<file path="src/design/cgosd_consts.svh">
// Purpose: Offsets, field positions, reset values and timing counts of the clock block
// Assumes: 25 MHz bus clock, byte addressed register map
// Notes: Definitions only
`ifndef CGOSD_CONSTS_SVH
`define CGOSD_CONSTS_SVH

// Register byte offsets
`define CGOSD_CTRL0_OFF 5'h00
`define CGOSD_CTRL1_OFF 5'h04
`define CGOSD_CTRL3_OFF 5'h08
`define CGOSD_OCD_OFF 5'h0c
`define CGOSD_PROT_OFF 5'h10

// System clock control 0 fields
`define CGOSD_C0_WSTOP_LO 1
`define CGOSD_C0_WSTOP_HI 2
`define CGOSD_C0_MAIN_STOP 5
`define CGOSD_C0_DIV8 6
`define CGOSD_CTRL0_RST 8'h20

// System clock control 1 fields
`define CGOSD_C1_PIN_FN 3
`define CGOSD_C1_LOW_STOP 4
`define CGOSD_C1_DIV_LO 6
`define CGOSD_C1_DIV_HI 7
`define CGOSD_CTRL1_RST 8'h00

// System clock control 3 and protect fields
`define CGOSD_C3_NODIV 5
`define CGOSD_PROT_UNLOCK 0

// Stop detection control fields
`define CGOSD_OCD_DET_EN 0
`define CGOSD_OCD_IRQ_EN 1
`define CGOSD_OCD_SEL 2
`define CGOSD_OCD_MON 3
`define CGOSD_OCD_RST 8'h04

// Timing: main clock declared dead after this long without an edge
`define CGOSD_CLK_PERIOD_NS 40
`define CGOSD_STOP_TIMEOUT_NS 2000
`define CGOSD_STOP_TIMEOUT_CYC \
    ((`CGOSD_STOP_TIMEOUT_NS + `CGOSD_CLK_PERIOD_NS - 1) / `CGOSD_CLK_PERIOD_NS)
`define CGOSD_SLOW_DIV 128

`endif

</file>
<file path="src/design/cgosd_pkg.sv">
// Purpose: Types shared by the clock generation and stop detection block
// Assumes: Constants live in cgosd_consts.svh
// Notes: Nothing here is imported; users write cgosd_pkg::name
package cgosd_pkg;

    // CPU clock division modes
    typedef enum logic [2:0] {
        CGOSD_DIV1 = 3'b000,
        CGOSD_DIV2 = 3'b001,
        CGOSD_DIV4 = 3'b010,
        CGOSD_DIV8 = 3'b011,
        CGOSD_DIV16 = 3'b100
    } cgosd_div_type;

    // Peripheral clock ticks f1..f32
    typedef struct packed {
        logic f1;
        logic f2;
        logic f4;
        logic f8;
        logic f32;
    } cgosd_periph_type;

    // Oscillator stop detection control bits
    typedef struct packed {
        logic main_clk_monitor;
        logic internal_osc_select;
        logic stop_detect_irq_enable;
        logic stop_detect_enable;
    } cgosd_ocd_type;

endpackage

</file>
<file path="src/design/cgosd_top.sv">
// Purpose: Clock source select, CPU and peripheral dividers, main oscillator stop detection
// Assumes: Oscillator pins sampled on clock_i; derived clocks leave as one-cycle ticks
// Notes: Avalon-MM slave with waitrequest; one wait cycle per access
//
// Behaviour
// - Detection register: detect enable b0, irq enable b1, select b2, monitor b3.
// - Main stop with both enables set forces internal oscillator selection.
// - While monitor reads 1, writing 0 to select is ignored.
// - Select at 1 forces the low-speed oscillator stop bit to 0.
// - Monitor only meaningful with detection enabled; zero when enables are 00.
// - Stop while main sources CPU: select, monitor, oscillator on, interrupt request.
// - Main oscillator stopped during and after reset until software enables it.
// - With oscillator pins selected, clearing main stop starts oscillation.
// - After reset CPU clock is internal oscillator undivided.
// - CPU clock is system clock divided by 1, 2, 4, 8 or 16.
// - Division field 00/01/10/11 gives 1/2/4/16 while divide-by-8 is off.
// - Stop mode entry sets the divide-by-8 bit.
// - Peripheral clocks are system clock divided by 1, 2, 4, 8, 32.
// - Wait mode with nonzero peripheral-stop field stops peripheral clocks.
// - Internal oscillator peripheral clock keeps running in wait mode.
// - Voltage detector clock from low oscillator, only while its stop bit is 0.
// - Slow capture clock is voltage detector clock divided by 128.
// - Watchdog clock from low oscillator while count source protection is on.
// - Stop interrupt identified by monitor 1, or enables 11 with select 1.
`timescale 1ns/100ps
`include "cgosd_consts.svh"

module cgosd_top (
    input wire logic clock_i,
    input wire logic resetn_i,
    input wire logic [4:0] avs_address_i,
    input wire logic avs_read_i,
    input wire logic avs_write_i,
    input wire logic [31:0] avs_writedata_i,
    input wire logic [3:0] avs_byteenable_i,
    output logic [31:0] avs_readdata_o,
    output logic avs_waitrequest_o,
    input wire logic main_osc_in_i,
    input wire logic low_osc_in_i,
    input wire logic wait_mode_i,
    input wire logic stop_mode_i,
    input wire logic count_source_protect_i,
    output logic main_osc_en_o,
    output logic low_osc_en_o,
    output logic osc_pin_function_o,
    output logic cpu_clk_tick_o,
    output cgosd_pkg::cgosd_periph_type periph_clk_o,
    output logic int_osc_periph_clk_o,
    output logic volt_detect_clk_o,
    output logic slow_capture_clk_o,
    output logic watchdog_clk_o,
    output logic stop_irq_o
);

    localparam int TIMEOUT = `CGOSD_STOP_TIMEOUT_CYC;
    localparam logic [5:0] TIMEOUT_CNT = 6'(TIMEOUT);

    // Control registers
    logic [1:0] wait_periph_stop_q;
    logic main_osc_stop_q;
    logic div8_select_q;
    logic osc_pin_function_q;
    logic low_osc_stop_q;
    logic [1:0] cpu_div_field_q;
    logic wait_exit_nodiv_q;
    logic unlock_q;
    cgosd_pkg::cgosd_ocd_type ocd_q;

    // Bus handshake
    logic wait_q;
    logic [31:0] rdata_q;
    logic acc_w;
    logic [7:0] wbyte;
    logic [7:0] rbyte;

    // Pin synchronisers: stage 1 feeds only stage 2
    logic main_s1_q, main_s2_q, main_s3_q;
    logic low_s1_q, low_s2_q, low_s3_q;
    logic main_edge, low_edge, sys_tick;

    // Stop detection
    logic [5:0] dead_cnt_q;
    logic dead;
    logic dead_prev_q;
    logic det_event;
    logic both_en;

    // Dividers
    cgosd_pkg::cgosd_div_type div_req, div_cur_q;
    logic [3:0] cpu_cnt_q;
    logic [3:0] cpu_last;
    logic [4:0] per_cnt_q;
    logic [6:0] slow_cnt_q;
    logic periph_run;
    logic stop_prev_q, wait_prev_q;

    assign acc_w = avs_write_i && !wait_q && avs_byteenable_i[0];
    assign wbyte = avs_writedata_i[7:0];

    // Two-flop synchronisers plus one stage for edge detection
    always_ff @(posedge clock_i or negedge resetn_i) begin
        if (!resetn_i) begin
            main_s1_q <= 1'b0;
            main_s2_q <= 1'b0;
            main_s3_q <= 1'b0;
            low_s1_q <= 1'b0;
            low_s2_q <= 1'b0;
            low_s3_q <= 1'b0;
        end else begin
            main_s1_q <= main_osc_in_i;
            main_s2_q <= main_s1_q;
            main_s3_q <= main_s2_q;
            low_s1_q <= low_osc_in_i;
            low_s2_q <= low_s1_q;
            low_s3_q <= low_s2_q;
        end
    end

    assign main_edge = main_s2_q && !main_s3_q;
    assign low_edge = low_s2_q && !low_s3_q;
    // Whole oscillator edges only, so a source switch never cuts a pulse
    assign sys_tick = ocd_q.internal_osc_select ? low_edge : main_edge;

    // Main clock watchdog: saturating count of cycles since the last edge
    always_ff @(posedge clock_i or negedge resetn_i) begin
        if (!resetn_i) begin
            dead_cnt_q <= 6'h00;
            dead_prev_q <= 1'b0;
        end else begin
            if (main_edge) begin
                dead_cnt_q <= 6'h00;
            end else if (dead_cnt_q != TIMEOUT_CNT) begin
                dead_cnt_q <= dead_cnt_q + 6'h01;
            end
            dead_prev_q <= dead;
        end
    end

    assign dead = (dead_cnt_q == TIMEOUT_CNT);
    assign both_en = ocd_q.stop_detect_enable && ocd_q.stop_detect_irq_enable;
    assign det_event = dead && !dead_prev_q && both_en;

    // Detection register; hardware set beats a software clear
    always_ff @(posedge clock_i or negedge resetn_i) begin
        if (!resetn_i) begin
            ocd_q <= cgosd_pkg::cgosd_ocd_type'(4'(`CGOSD_OCD_RST));
        end else begin
            if (acc_w && avs_address_i == `CGOSD_OCD_OFF && unlock_q) begin
                ocd_q.stop_detect_enable <= wbyte[`CGOSD_OCD_DET_EN];
                ocd_q.stop_detect_irq_enable <= wbyte[`CGOSD_OCD_IRQ_EN];
            end
            if (det_event) begin
                ocd_q.internal_osc_select <= 1'b1;
            end else if (acc_w && avs_address_i == `CGOSD_OCD_OFF && unlock_q) begin
                if (wbyte[`CGOSD_OCD_SEL] || !ocd_q.main_clk_monitor) begin
                    ocd_q.internal_osc_select <= wbyte[`CGOSD_OCD_SEL];
                end
            end
            // Monitor follows the dead detector only with detection on
            ocd_q.main_clk_monitor <= dead && ocd_q.stop_detect_enable;
        end
    end

    // Interrupt request pulse; shares a vector, so the sources stay readable
    always_ff @(posedge clock_i or negedge resetn_i) begin
        if (!resetn_i) begin
            stop_irq_o <= 1'b0;
        end else begin
            stop_irq_o <= det_event && !ocd_q.internal_osc_select;
        end
    end

    // Write protection unlock
    always_ff @(posedge clock_i or negedge resetn_i) begin
        if (!resetn_i) begin
            unlock_q <= 1'b0;
        end else if (acc_w && avs_address_i == `CGOSD_PROT_OFF) begin
            unlock_q <= wbyte[`CGOSD_PROT_UNLOCK];
        end
    end

    // Clock control registers, writable only when unlocked
    always_ff @(posedge clock_i or negedge resetn_i) begin
        if (!resetn_i) begin
            wait_periph_stop_q <= 2'b00;
            main_osc_stop_q <= 1'b1;
            div8_select_q <= 1'b0;
            osc_pin_function_q <= 1'b0;
            cpu_div_field_q <= 2'b00;
            wait_exit_nodiv_q <= 1'b0;
        end else begin
            if (acc_w && unlock_q && avs_address_i == `CGOSD_CTRL0_OFF) begin
                wait_periph_stop_q <= wbyte[`CGOSD_C0_WSTOP_HI:`CGOSD_C0_WSTOP_LO];
                main_osc_stop_q <= wbyte[`CGOSD_C0_MAIN_STOP];
                div8_select_q <= wbyte[`CGOSD_C0_DIV8];
            end
            if (acc_w && unlock_q && avs_address_i == `CGOSD_CTRL1_OFF) begin
                // Pin function cannot return to port mode once set
                osc_pin_function_q <= osc_pin_function_q || wbyte[`CGOSD_C1_PIN_FN];
                cpu_div_field_q <= wbyte[`CGOSD_C1_DIV_HI:`CGOSD_C1_DIV_LO];
            end
            if (acc_w && unlock_q && avs_address_i == `CGOSD_CTRL3_OFF) begin
                wait_exit_nodiv_q <= wbyte[`CGOSD_C3_NODIV];
            end
            // Power mode entries override software in the same cycle
            if (wait_mode_i && !wait_prev_q && wait_exit_nodiv_q) begin
                div8_select_q <= 1'b0;
                cpu_div_field_q <= 2'b00;
            end
            if (stop_mode_i && !stop_prev_q) begin
                div8_select_q <= 1'b1;
            end
        end
    end

    // Low-speed oscillator stop bit, held at 0 while internal select is 1
    always_ff @(posedge clock_i or negedge resetn_i) begin
        if (!resetn_i) begin
            low_osc_stop_q <= 1'b0;
        end else if (ocd_q.internal_osc_select || det_event) begin
            low_osc_stop_q <= 1'b0;
        end else if (acc_w && unlock_q && avs_address_i == `CGOSD_CTRL1_OFF) begin
            low_osc_stop_q <= wbyte[`CGOSD_C1_LOW_STOP];
        end
    end

    // Mode entry edge detectors
    always_ff @(posedge clock_i or negedge resetn_i) begin
        if (!resetn_i) begin
            stop_prev_q <= 1'b0;
            wait_prev_q <= 1'b0;
        end else begin
            stop_prev_q <= stop_mode_i;
            wait_prev_q <= wait_mode_i;
        end
    end

    // Requested division ratio
    always_comb begin
        if (div8_select_q) begin
            div_req = cgosd_pkg::CGOSD_DIV8;
        end else begin
            unique case (cpu_div_field_q)
                2'b00: div_req = cgosd_pkg::CGOSD_DIV1;
                2'b01: div_req = cgosd_pkg::CGOSD_DIV2;
                2'b10: div_req = cgosd_pkg::CGOSD_DIV4;
                2'b11: div_req = cgosd_pkg::CGOSD_DIV16;
            endcase
        end
    end

    // Last count value of the running ratio
    always_comb begin
        unique case (div_cur_q)
            cgosd_pkg::CGOSD_DIV1: cpu_last = 4'h0;
            cgosd_pkg::CGOSD_DIV2: cpu_last = 4'h1;
            cgosd_pkg::CGOSD_DIV4: cpu_last = 4'h3;
            cgosd_pkg::CGOSD_DIV8: cpu_last = 4'h7;
            cgosd_pkg::CGOSD_DIV16: cpu_last = 4'hf;
            default: cpu_last = 4'h0;
        endcase
    end

    // CPU clock divider; new ratio taken only at a period boundary
    always_ff @(posedge clock_i or negedge resetn_i) begin
        if (!resetn_i) begin
            cpu_cnt_q <= 4'h0;
            div_cur_q <= cgosd_pkg::CGOSD_DIV1;
            cpu_clk_tick_o <= 1'b0;
        end else begin
            cpu_clk_tick_o <= 1'b0;
            if (sys_tick) begin
                if (cpu_cnt_q == cpu_last) begin
                    cpu_cnt_q <= 4'h0;
                    div_cur_q <= div_req;
                    cpu_clk_tick_o <= !wait_mode_i && !stop_mode_i;
                end else begin
                    cpu_cnt_q <= cpu_cnt_q + 4'h1;
                end
            end
        end
    end

    assign periph_run = !stop_mode_i && !(wait_mode_i && wait_periph_stop_q != 2'b00);

    // Peripheral clock ticks f1..f32
    always_ff @(posedge clock_i or negedge resetn_i) begin
        if (!resetn_i) begin
            per_cnt_q <= 5'h00;
            periph_clk_o <= '0;
        end else begin
            if (sys_tick) begin
                per_cnt_q <= per_cnt_q + 5'h01;
            end
            periph_clk_o.f1 <= sys_tick && periph_run;
            periph_clk_o.f2 <= sys_tick && periph_run && per_cnt_q[0];
            periph_clk_o.f4 <= sys_tick && periph_run && (&per_cnt_q[1:0]);
            periph_clk_o.f8 <= sys_tick && periph_run && (&per_cnt_q[2:0]);
            periph_clk_o.f32 <= sys_tick && periph_run && (&per_cnt_q);
        end
    end

    // Oscillator derived clocks; none of them stop in wait mode
    always_ff @(posedge clock_i or negedge resetn_i) begin
        if (!resetn_i) begin
            slow_cnt_q <= 7'h00;
            int_osc_periph_clk_o <= 1'b0;
            volt_detect_clk_o <= 1'b0;
            slow_capture_clk_o <= 1'b0;
            watchdog_clk_o <= 1'b0;
        end else begin
            int_osc_periph_clk_o <= low_edge && !low_osc_stop_q && !stop_mode_i;
            volt_detect_clk_o <= low_edge && !low_osc_stop_q && !stop_mode_i;
            if (low_edge && !low_osc_stop_q && !stop_mode_i) begin
                slow_cnt_q <= slow_cnt_q + 7'h01;
            end
            slow_capture_clk_o <= low_edge && !low_osc_stop_q && !stop_mode_i
                && (slow_cnt_q == 7'(`CGOSD_SLOW_DIV - 1));
            watchdog_clk_o <= low_edge && count_source_protect_i;
        end
    end

    // Oscillator enables and pin function
    always_ff @(posedge clock_i or negedge resetn_i) begin
        if (!resetn_i) begin
            main_osc_en_o <= 1'b0;
            low_osc_en_o <= 1'b0;
            osc_pin_function_o <= 1'b0;
        end else begin
            main_osc_en_o <= !main_osc_stop_q && osc_pin_function_q && !stop_mode_i;
            low_osc_en_o <= (!low_osc_stop_q && !stop_mode_i) || count_source_protect_i;
            osc_pin_function_o <= osc_pin_function_q;
        end
    end

    // Read mux
    always_comb begin
        unique case (avs_address_i)
            `CGOSD_CTRL0_OFF: rbyte = {1'b0, div8_select_q, main_osc_stop_q, 2'b00,
                                       wait_periph_stop_q, 1'b0};
            `CGOSD_CTRL1_OFF: rbyte = {cpu_div_field_q, 1'b0, low_osc_stop_q,
                                       osc_pin_function_q, 3'b000};
            `CGOSD_CTRL3_OFF: rbyte = {2'b00, wait_exit_nodiv_q, 5'h00};
            `CGOSD_OCD_OFF: rbyte = {4'h0, ocd_q};
            `CGOSD_PROT_OFF: rbyte = {7'h00, unlock_q};
            default: rbyte = 8'h00;
        endcase
    end

    // Bus answer: waitrequest drops one cycle after the request, then rises
    always_ff @(posedge clock_i or negedge resetn_i) begin
        if (!resetn_i) begin
            wait_q <= 1'b1;
            rdata_q <= 32'h0000_0000;
        end else begin
            if (wait_q && (avs_read_i || avs_write_i)) begin
                wait_q <= 1'b0;
                rdata_q <= {24'h000000, rbyte};
            end else begin
                wait_q <= 1'b1;
            end
        end
    end

    assign avs_waitrequest_o = wait_q;
    assign avs_readdata_o = rdata_q;

endmodule

</file>
<file path="config.mk">
export PLATFORM = sky130hd
export DESIGN_NAME = cgosd_top
export DESIGN_NICKNAME = d
export VERILOG_FILES = /design/src/design/cgosd_pkg.sv /design/src/design/cgosd_top.sv
export VERILOG_INCLUDE_DIRS = /design/src /design/src/design
export SDC_FILE = /design/constraint.sdc
export NUM_CORES = 1
export LEC_CHECK = 0
export ABC_AREA = 1
export BUFFER_PORTS_ARGS = -buffer_cell sky130_fd_sc_hd__buf_4
export CAP_MARGIN = 20
export CELL_PAD_IN_SITES_DETAIL_PLACEMENT = 0
export CELL_PAD_IN_SITES_GLOBAL_PLACEMENT = 1
export CORE_ASPECT_RATIO = 1.1
export CORE_MARGIN = 1
export CORE_UTILIZATION = 41
export DETAILED_ROUTE_END_ITERATION = 16
export PLACE_DENSITY_LB_ADDON = 0.25
export RECOVER_POWER = 100
export SYNTH_ARGS = -nofsm -noshare
export SYNTH_HDL_FRONTEND = slang
export SYNTH_SLANG_ARGS = --single-unit
</file>
<file path="constraint.sdc">
create_clock -name clock_i -period 4.1 [get_ports clock_i]
set_clock_uncertainty 0.2 [all_clocks]
set_input_delay 1.025 -clock clock_i [delete_from_list [all_inputs] [get_ports clock_i]]
set_output_delay 1.025 -clock clock_i [all_outputs]
set_load 0.1 [all_outputs]
</file>
# After elaboration in Yosys (flattened, before gate mapping)
# Cells that the tools add are included.
dict set report totals {
  register_bits 70
  in_bits 50
  out_inout_bits 47
  elab_cells 148
}
dict set report classes {
  n_addsub 4
  eq_ne 15
  n_mux 21
  reduce_logical 67
}
# operator count
set ops {}
lappend ops {{one-hot mux 8 bit (5 select lines)} 1}
lappend ops {{logical AND 1 bit} 35}
lappend ops {{one-hot mux 4 bit (4 select lines)} 1}
lappend ops {{logical NOT 1 bit} 13}
lappend ops {{two-way mux 1 bit} 12}
lappend ops {{two-way mux 6 bit} 2}
lappend ops {{one-hot mux 3 bit (4 select lines)} 1}
lappend ops {{nonzero test 2 bit} 6}
lappend ops {{== test 5 x 4 -> 1 bit (second input constant)} 2}
lappend ops {{adder 7 x 1 -> 7 bit (second input constant)} 1}
lappend ops {{== test 7 bit (second input constant)} 1}
lappend ops {{adder 6 x 1 -> 6 bit (second input constant)} 1}
lappend ops {{== test 3 x 2 -> 1 bit (second input constant)} 2}
lappend ops {{== test 6 bit (second input constant)} 1}
lappend ops {{inequality test 6 bit (second input constant)} 1}
lappend ops {{AND reduction 2 bit} 3}
lappend ops {{adder 5 x 1 -> 5 bit (second input constant)} 1}
lappend ops {{== test 5 x 3 -> 1 bit (second input constant)} 1}
lappend ops {{== test 5 bit (second input constant)} 1}
lappend ops {{logical NOT 5 bit} 1}
lappend ops {{logical OR 1 bit} 5}
lappend ops {{AND reduction 5 bit} 1}
lappend ops {{adder 4 x 1 -> 4 bit (second input constant)} 1}
lappend ops {{== test 2 bit (second input constant)} 2}
lappend ops {{other kinds (10)} 11}

# Depth between registers and ports, before layout
dict set report depth {
  depth_word 8
  ltp_mapped 10
  mapped_depth_nobuf 10
}

# Least setup slack after synthesis
# OpenSTA, ideal clock, no wires.
dict set report synth_path {
  path_kind {register -> output}
  startpoint {register volt_detect_clk_o}
  endpoint {output volt_detect_clk_o}
  arrival_time_ns 1.324
  t_required_ns 2.875
  setup_slack_ns 1.551
  stages_incl_launch_ff 2
  n_path_buf 1
  cell_sequence {dfrtp_1 > buf_4}
}
# element line_no
set synth_rtl {}
lappend synth_rtl {{start, declared} cgosd_top.sv:49} ;# output logic volt_detect_clk_o,
lappend synth_rtl {{start signal, assigned} cgosd_top.sv:313} ;# volt_detect_clk_o <= low_edge && !low_osc_stop_q && !stop_mode_i;
# No word-level cell between the ends.

# Worst setup path after layout
dict set report layout_path {
  startpoint {register wait_q, in the netlist avs_waitrequest_o}
  endpoint {output avs_waitrequest_o}
}
# element line_no
set layout_rtl {}
lappend layout_rtl {{start, declared} cgosd_top.sv:70} ;# logic wait_q;
lappend layout_rtl {{start signal, assigned} cgosd_top.sv:353} ;# wait_q <= 1'b1;
lappend layout_rtl {{start signal, assigned} cgosd_top.sv:357} ;# wait_q <= 1'b0;
lappend layout_rtl {{start signal, assigned} cgosd_top.sv:360} ;# wait_q <= 1'b1;
lappend layout_rtl {{end, declared} cgosd_top.sv:37} ;# output logic avs_waitrequest_o,
# No word-level cell between the ends.

==> qor.txt <==
fillers = 765
Fmax = 337 MHz
WHS Endpoint = main_s2_q
Via density = 4.48
CP bufs+invs = 1
post-synthesis cell type count = 33
area grow syn2layout = 13.7%
number of synthesized register bits = 70
first-pass GRT wire length = 10100 microns
initial antenna violation count = 0
RSZ-0062 raised after global routing = false
asr flop ratio synth = 100%
IO Pins = 97
startpoint types = flip-flop
Clock Path Buffers = 2
prevailing post-synth register cell = dfrtp_1
Die Span Y = 94.9 microns
initial core utilization = 42.8%
placed insts = 498
cell area after synthesis = 3220 sq um
post-detailed-routing wire length = 5940 microns
Reg2Reg Depth = 8
Leakage Power = 1.87 nW
drt wl/cell = 11.6 microns
crit-path max FO = 3
Hold Path Class = reg2reg
DRT Pass-1 Iters = 4
layout cells sized above 1 = 10.8%
Gate Count Post-Synth = 351
vias = 2303
Least-Margin Pin Slew = 1700 ps
EDFF count, synth = 0
core box area = 7510 sq um
clk root buf = clkbuf_8
number of global-route vias before repair = 2207
CP endpoint kind = output pin
post-route antenna net violation count = 0
critical path class = reg2out
Final #Nets = 461
H-Tree Depth = 3
Routability Congestion = 0.775
clock sinks = 70
Total Neg Setup Slack = 0 ps
CP Cell Sequence = clkbuf_1
TritonCTS clock tree = done
max incr delay on CP = 860 ps
Avg Cell Area, Syn = 9.16 sq um
top cells by area, synth = dfrtp_1, nand2_1, buf_4, inv_1, o21ai_0
outcome = complete, but fails checks
share of the synthesized area in the top cell type = 52.1%
fin cells = 514
register area share after synthesis = 54.6%
number of buffers created by CTS = 9
R2R setup slack = 1740 ps
cells resized by post-CTS repair = 0
family with the most delay on the worst path = buffers and inverters
post-route cell area = 3660 sq um
GRT Overall Usage = 16.3%
FF-to-FF Start = main_s2_q
PortBufs = 45
full die area = 8200 sq um
DRC errors left = 0
Max rail drop VDD = 0.000198 V
clk slew on worst S/H paths = 70 ps
max cap viols = 1
Site Rows = 33
Tot Pwr = 1.96 mW
period utilization = 72.3%
CTS Hold Buffers Added = 0
placed inst area = 3580 sq um
clk_lat worst skew = 340 ps
hold path start = main_s1_q
final setup vio count = 0
post-layout min period = 2960 ps
Final Max Tran Viols = 71
1st-iter DRT viols = 133
Crit path arrival time = 1740 ps
failing checks = max-capacitance violations, max-slew violations
post-CTS setup buffers = 0
slew margin rel. = -13.5%
Slowest cell on crit path = clkbuf_1
Hold WS = 154 ps
area leader, netlist = dfrtp_1
Hold Path Depth = 0
Die W = 86.5 microns
largest net degree at the start of global routing = 71
Hold Violations, Final = 0
detailed placement HPWL = 4380 microns
Crit Reg-Reg Endpoint = periph_clk_o[3]
yosys warns = 0
Overflow after GRT = 0
pwr dens = 536 nW/um^2
n_diodes = 0
WP data required = 2870 ps
cells in the mapped netlist (2+ instances only):
cell type and n:
nand2_1 78, o31ai_1 2, nand4_1 6, o21ai_0 22
xnor2_1 3, inv_2 3, nand3_1 18, nor2_1 21
dfstp_2 3, o22ai_1 5, nand2_2 2, buf_4 25
inv_1 46, nand3_2 3, nor2_2 3, a21oi_1 6
dfrtp_1 67, ha_1 7, nor3_2 2, nor2_4 2
xor2_1 8, nor3_1 8
power by group:
part	total [mW]	internal, mW	switching, mW
combinational	0.483	0.135	0.348
clock	0.599	0.341	0.258
sequential	0.879	0.794	0.0858
worst max path at each step:
stage                            startpoint                end  slack, ps  depth (start not counted)
final                     avs_waitrequest_o  avs_waitrequest_o       1140                          1
after global placement     avs_address_i[1]      div8_select_q       1640                          5
after floorplan           volt_detect_clk_o  volt_detect_clk_o       1550                          1
after detailed placement   avs_address_i[1]      div8_select_q       1640                          5
after CTS                 avs_waitrequest_o  avs_waitrequest_o       1690                          1
after global routing      avs_waitrequest_o  avs_waitrequest_o       1080                          1
area by class of cell:
cell class	count	area, sq um	area share, %
Tap cell	105	131	3.59
Sequential cell	70	1760	48.0
Multi-Input combinational cell	228	1130	30.8
Inverter	49	184	5.03
Clock buffer	10	128	3.49
Timing Repair Buffer	46	245	6.71
Clock inverter	6	86.3	2.36
metrics by stage:
stage          utilization (%)  worst slack (ps)
2_1_floorplan                -              1550
3_3_place_gp              47.7              1640
3_5_place_dp              47.7              1640
4_1_cts                   50.5              1690
5_1_grt                   48.7              1080
6_report                  48.7              1140
cell usage in the layout (no fill, tap or decap), drive strengths merged, types with 2 or more instances in the layout:
cell type,count
nor2,26
a21oi,6
o31ai,2
clkbuf,42
o22ai,5
inv,48
ha,7
xor2,8
dfrtp,67
o21ai,23
conb,24
buf,14
nand3,21
nor3,10
xnor2,3
nand2,81
bufinv,2
dfstp,3
nand4,6
clkinv,4
flip-flops by register name, summed over array words and instances, names as in the netlist, 2 cells and up:
| name | count |
|---|---|
| wait_periph_stop_q | 2 |
| div_cur_q | 3 |
| periph_clk_o | 5 |
| dead_cnt_q | 6 |
| per_cnt_q | 5 |
| slow_cnt_q | 7 |
| ocd_q | 4 |
| cpu_div_field_q | 2 |
| cpu_cnt_q | 4 |
| avs_readdata_o | 8 |
metal layers:
metal | GRT usage [%] | up-vias | part of all wire, %
met4 | 8.33 | 0 | 2.0
met5 | 0 | - | 0
met1 | 19.2 | 1078 | 44
li1 | - | 1177 | -
met2 | 28.3 | 37 | 51
met3 | 3.06 | 11 | 3.0
cells by family after synthesis:
kind of cell | after synthesis | synth area share, %
and+or+nand+nor | 146 | 20.8
buffers and inverters | 76 | 11.8
DFF | 70 | 54.6
AOI/OAI and AO/OA | 40 | 6.96
xor gates and xnor gates | 11 | 3.00
adders and majority gates | 7 | 2.72
other | 1 | 0.117
(Power assumes the default switching activity.)
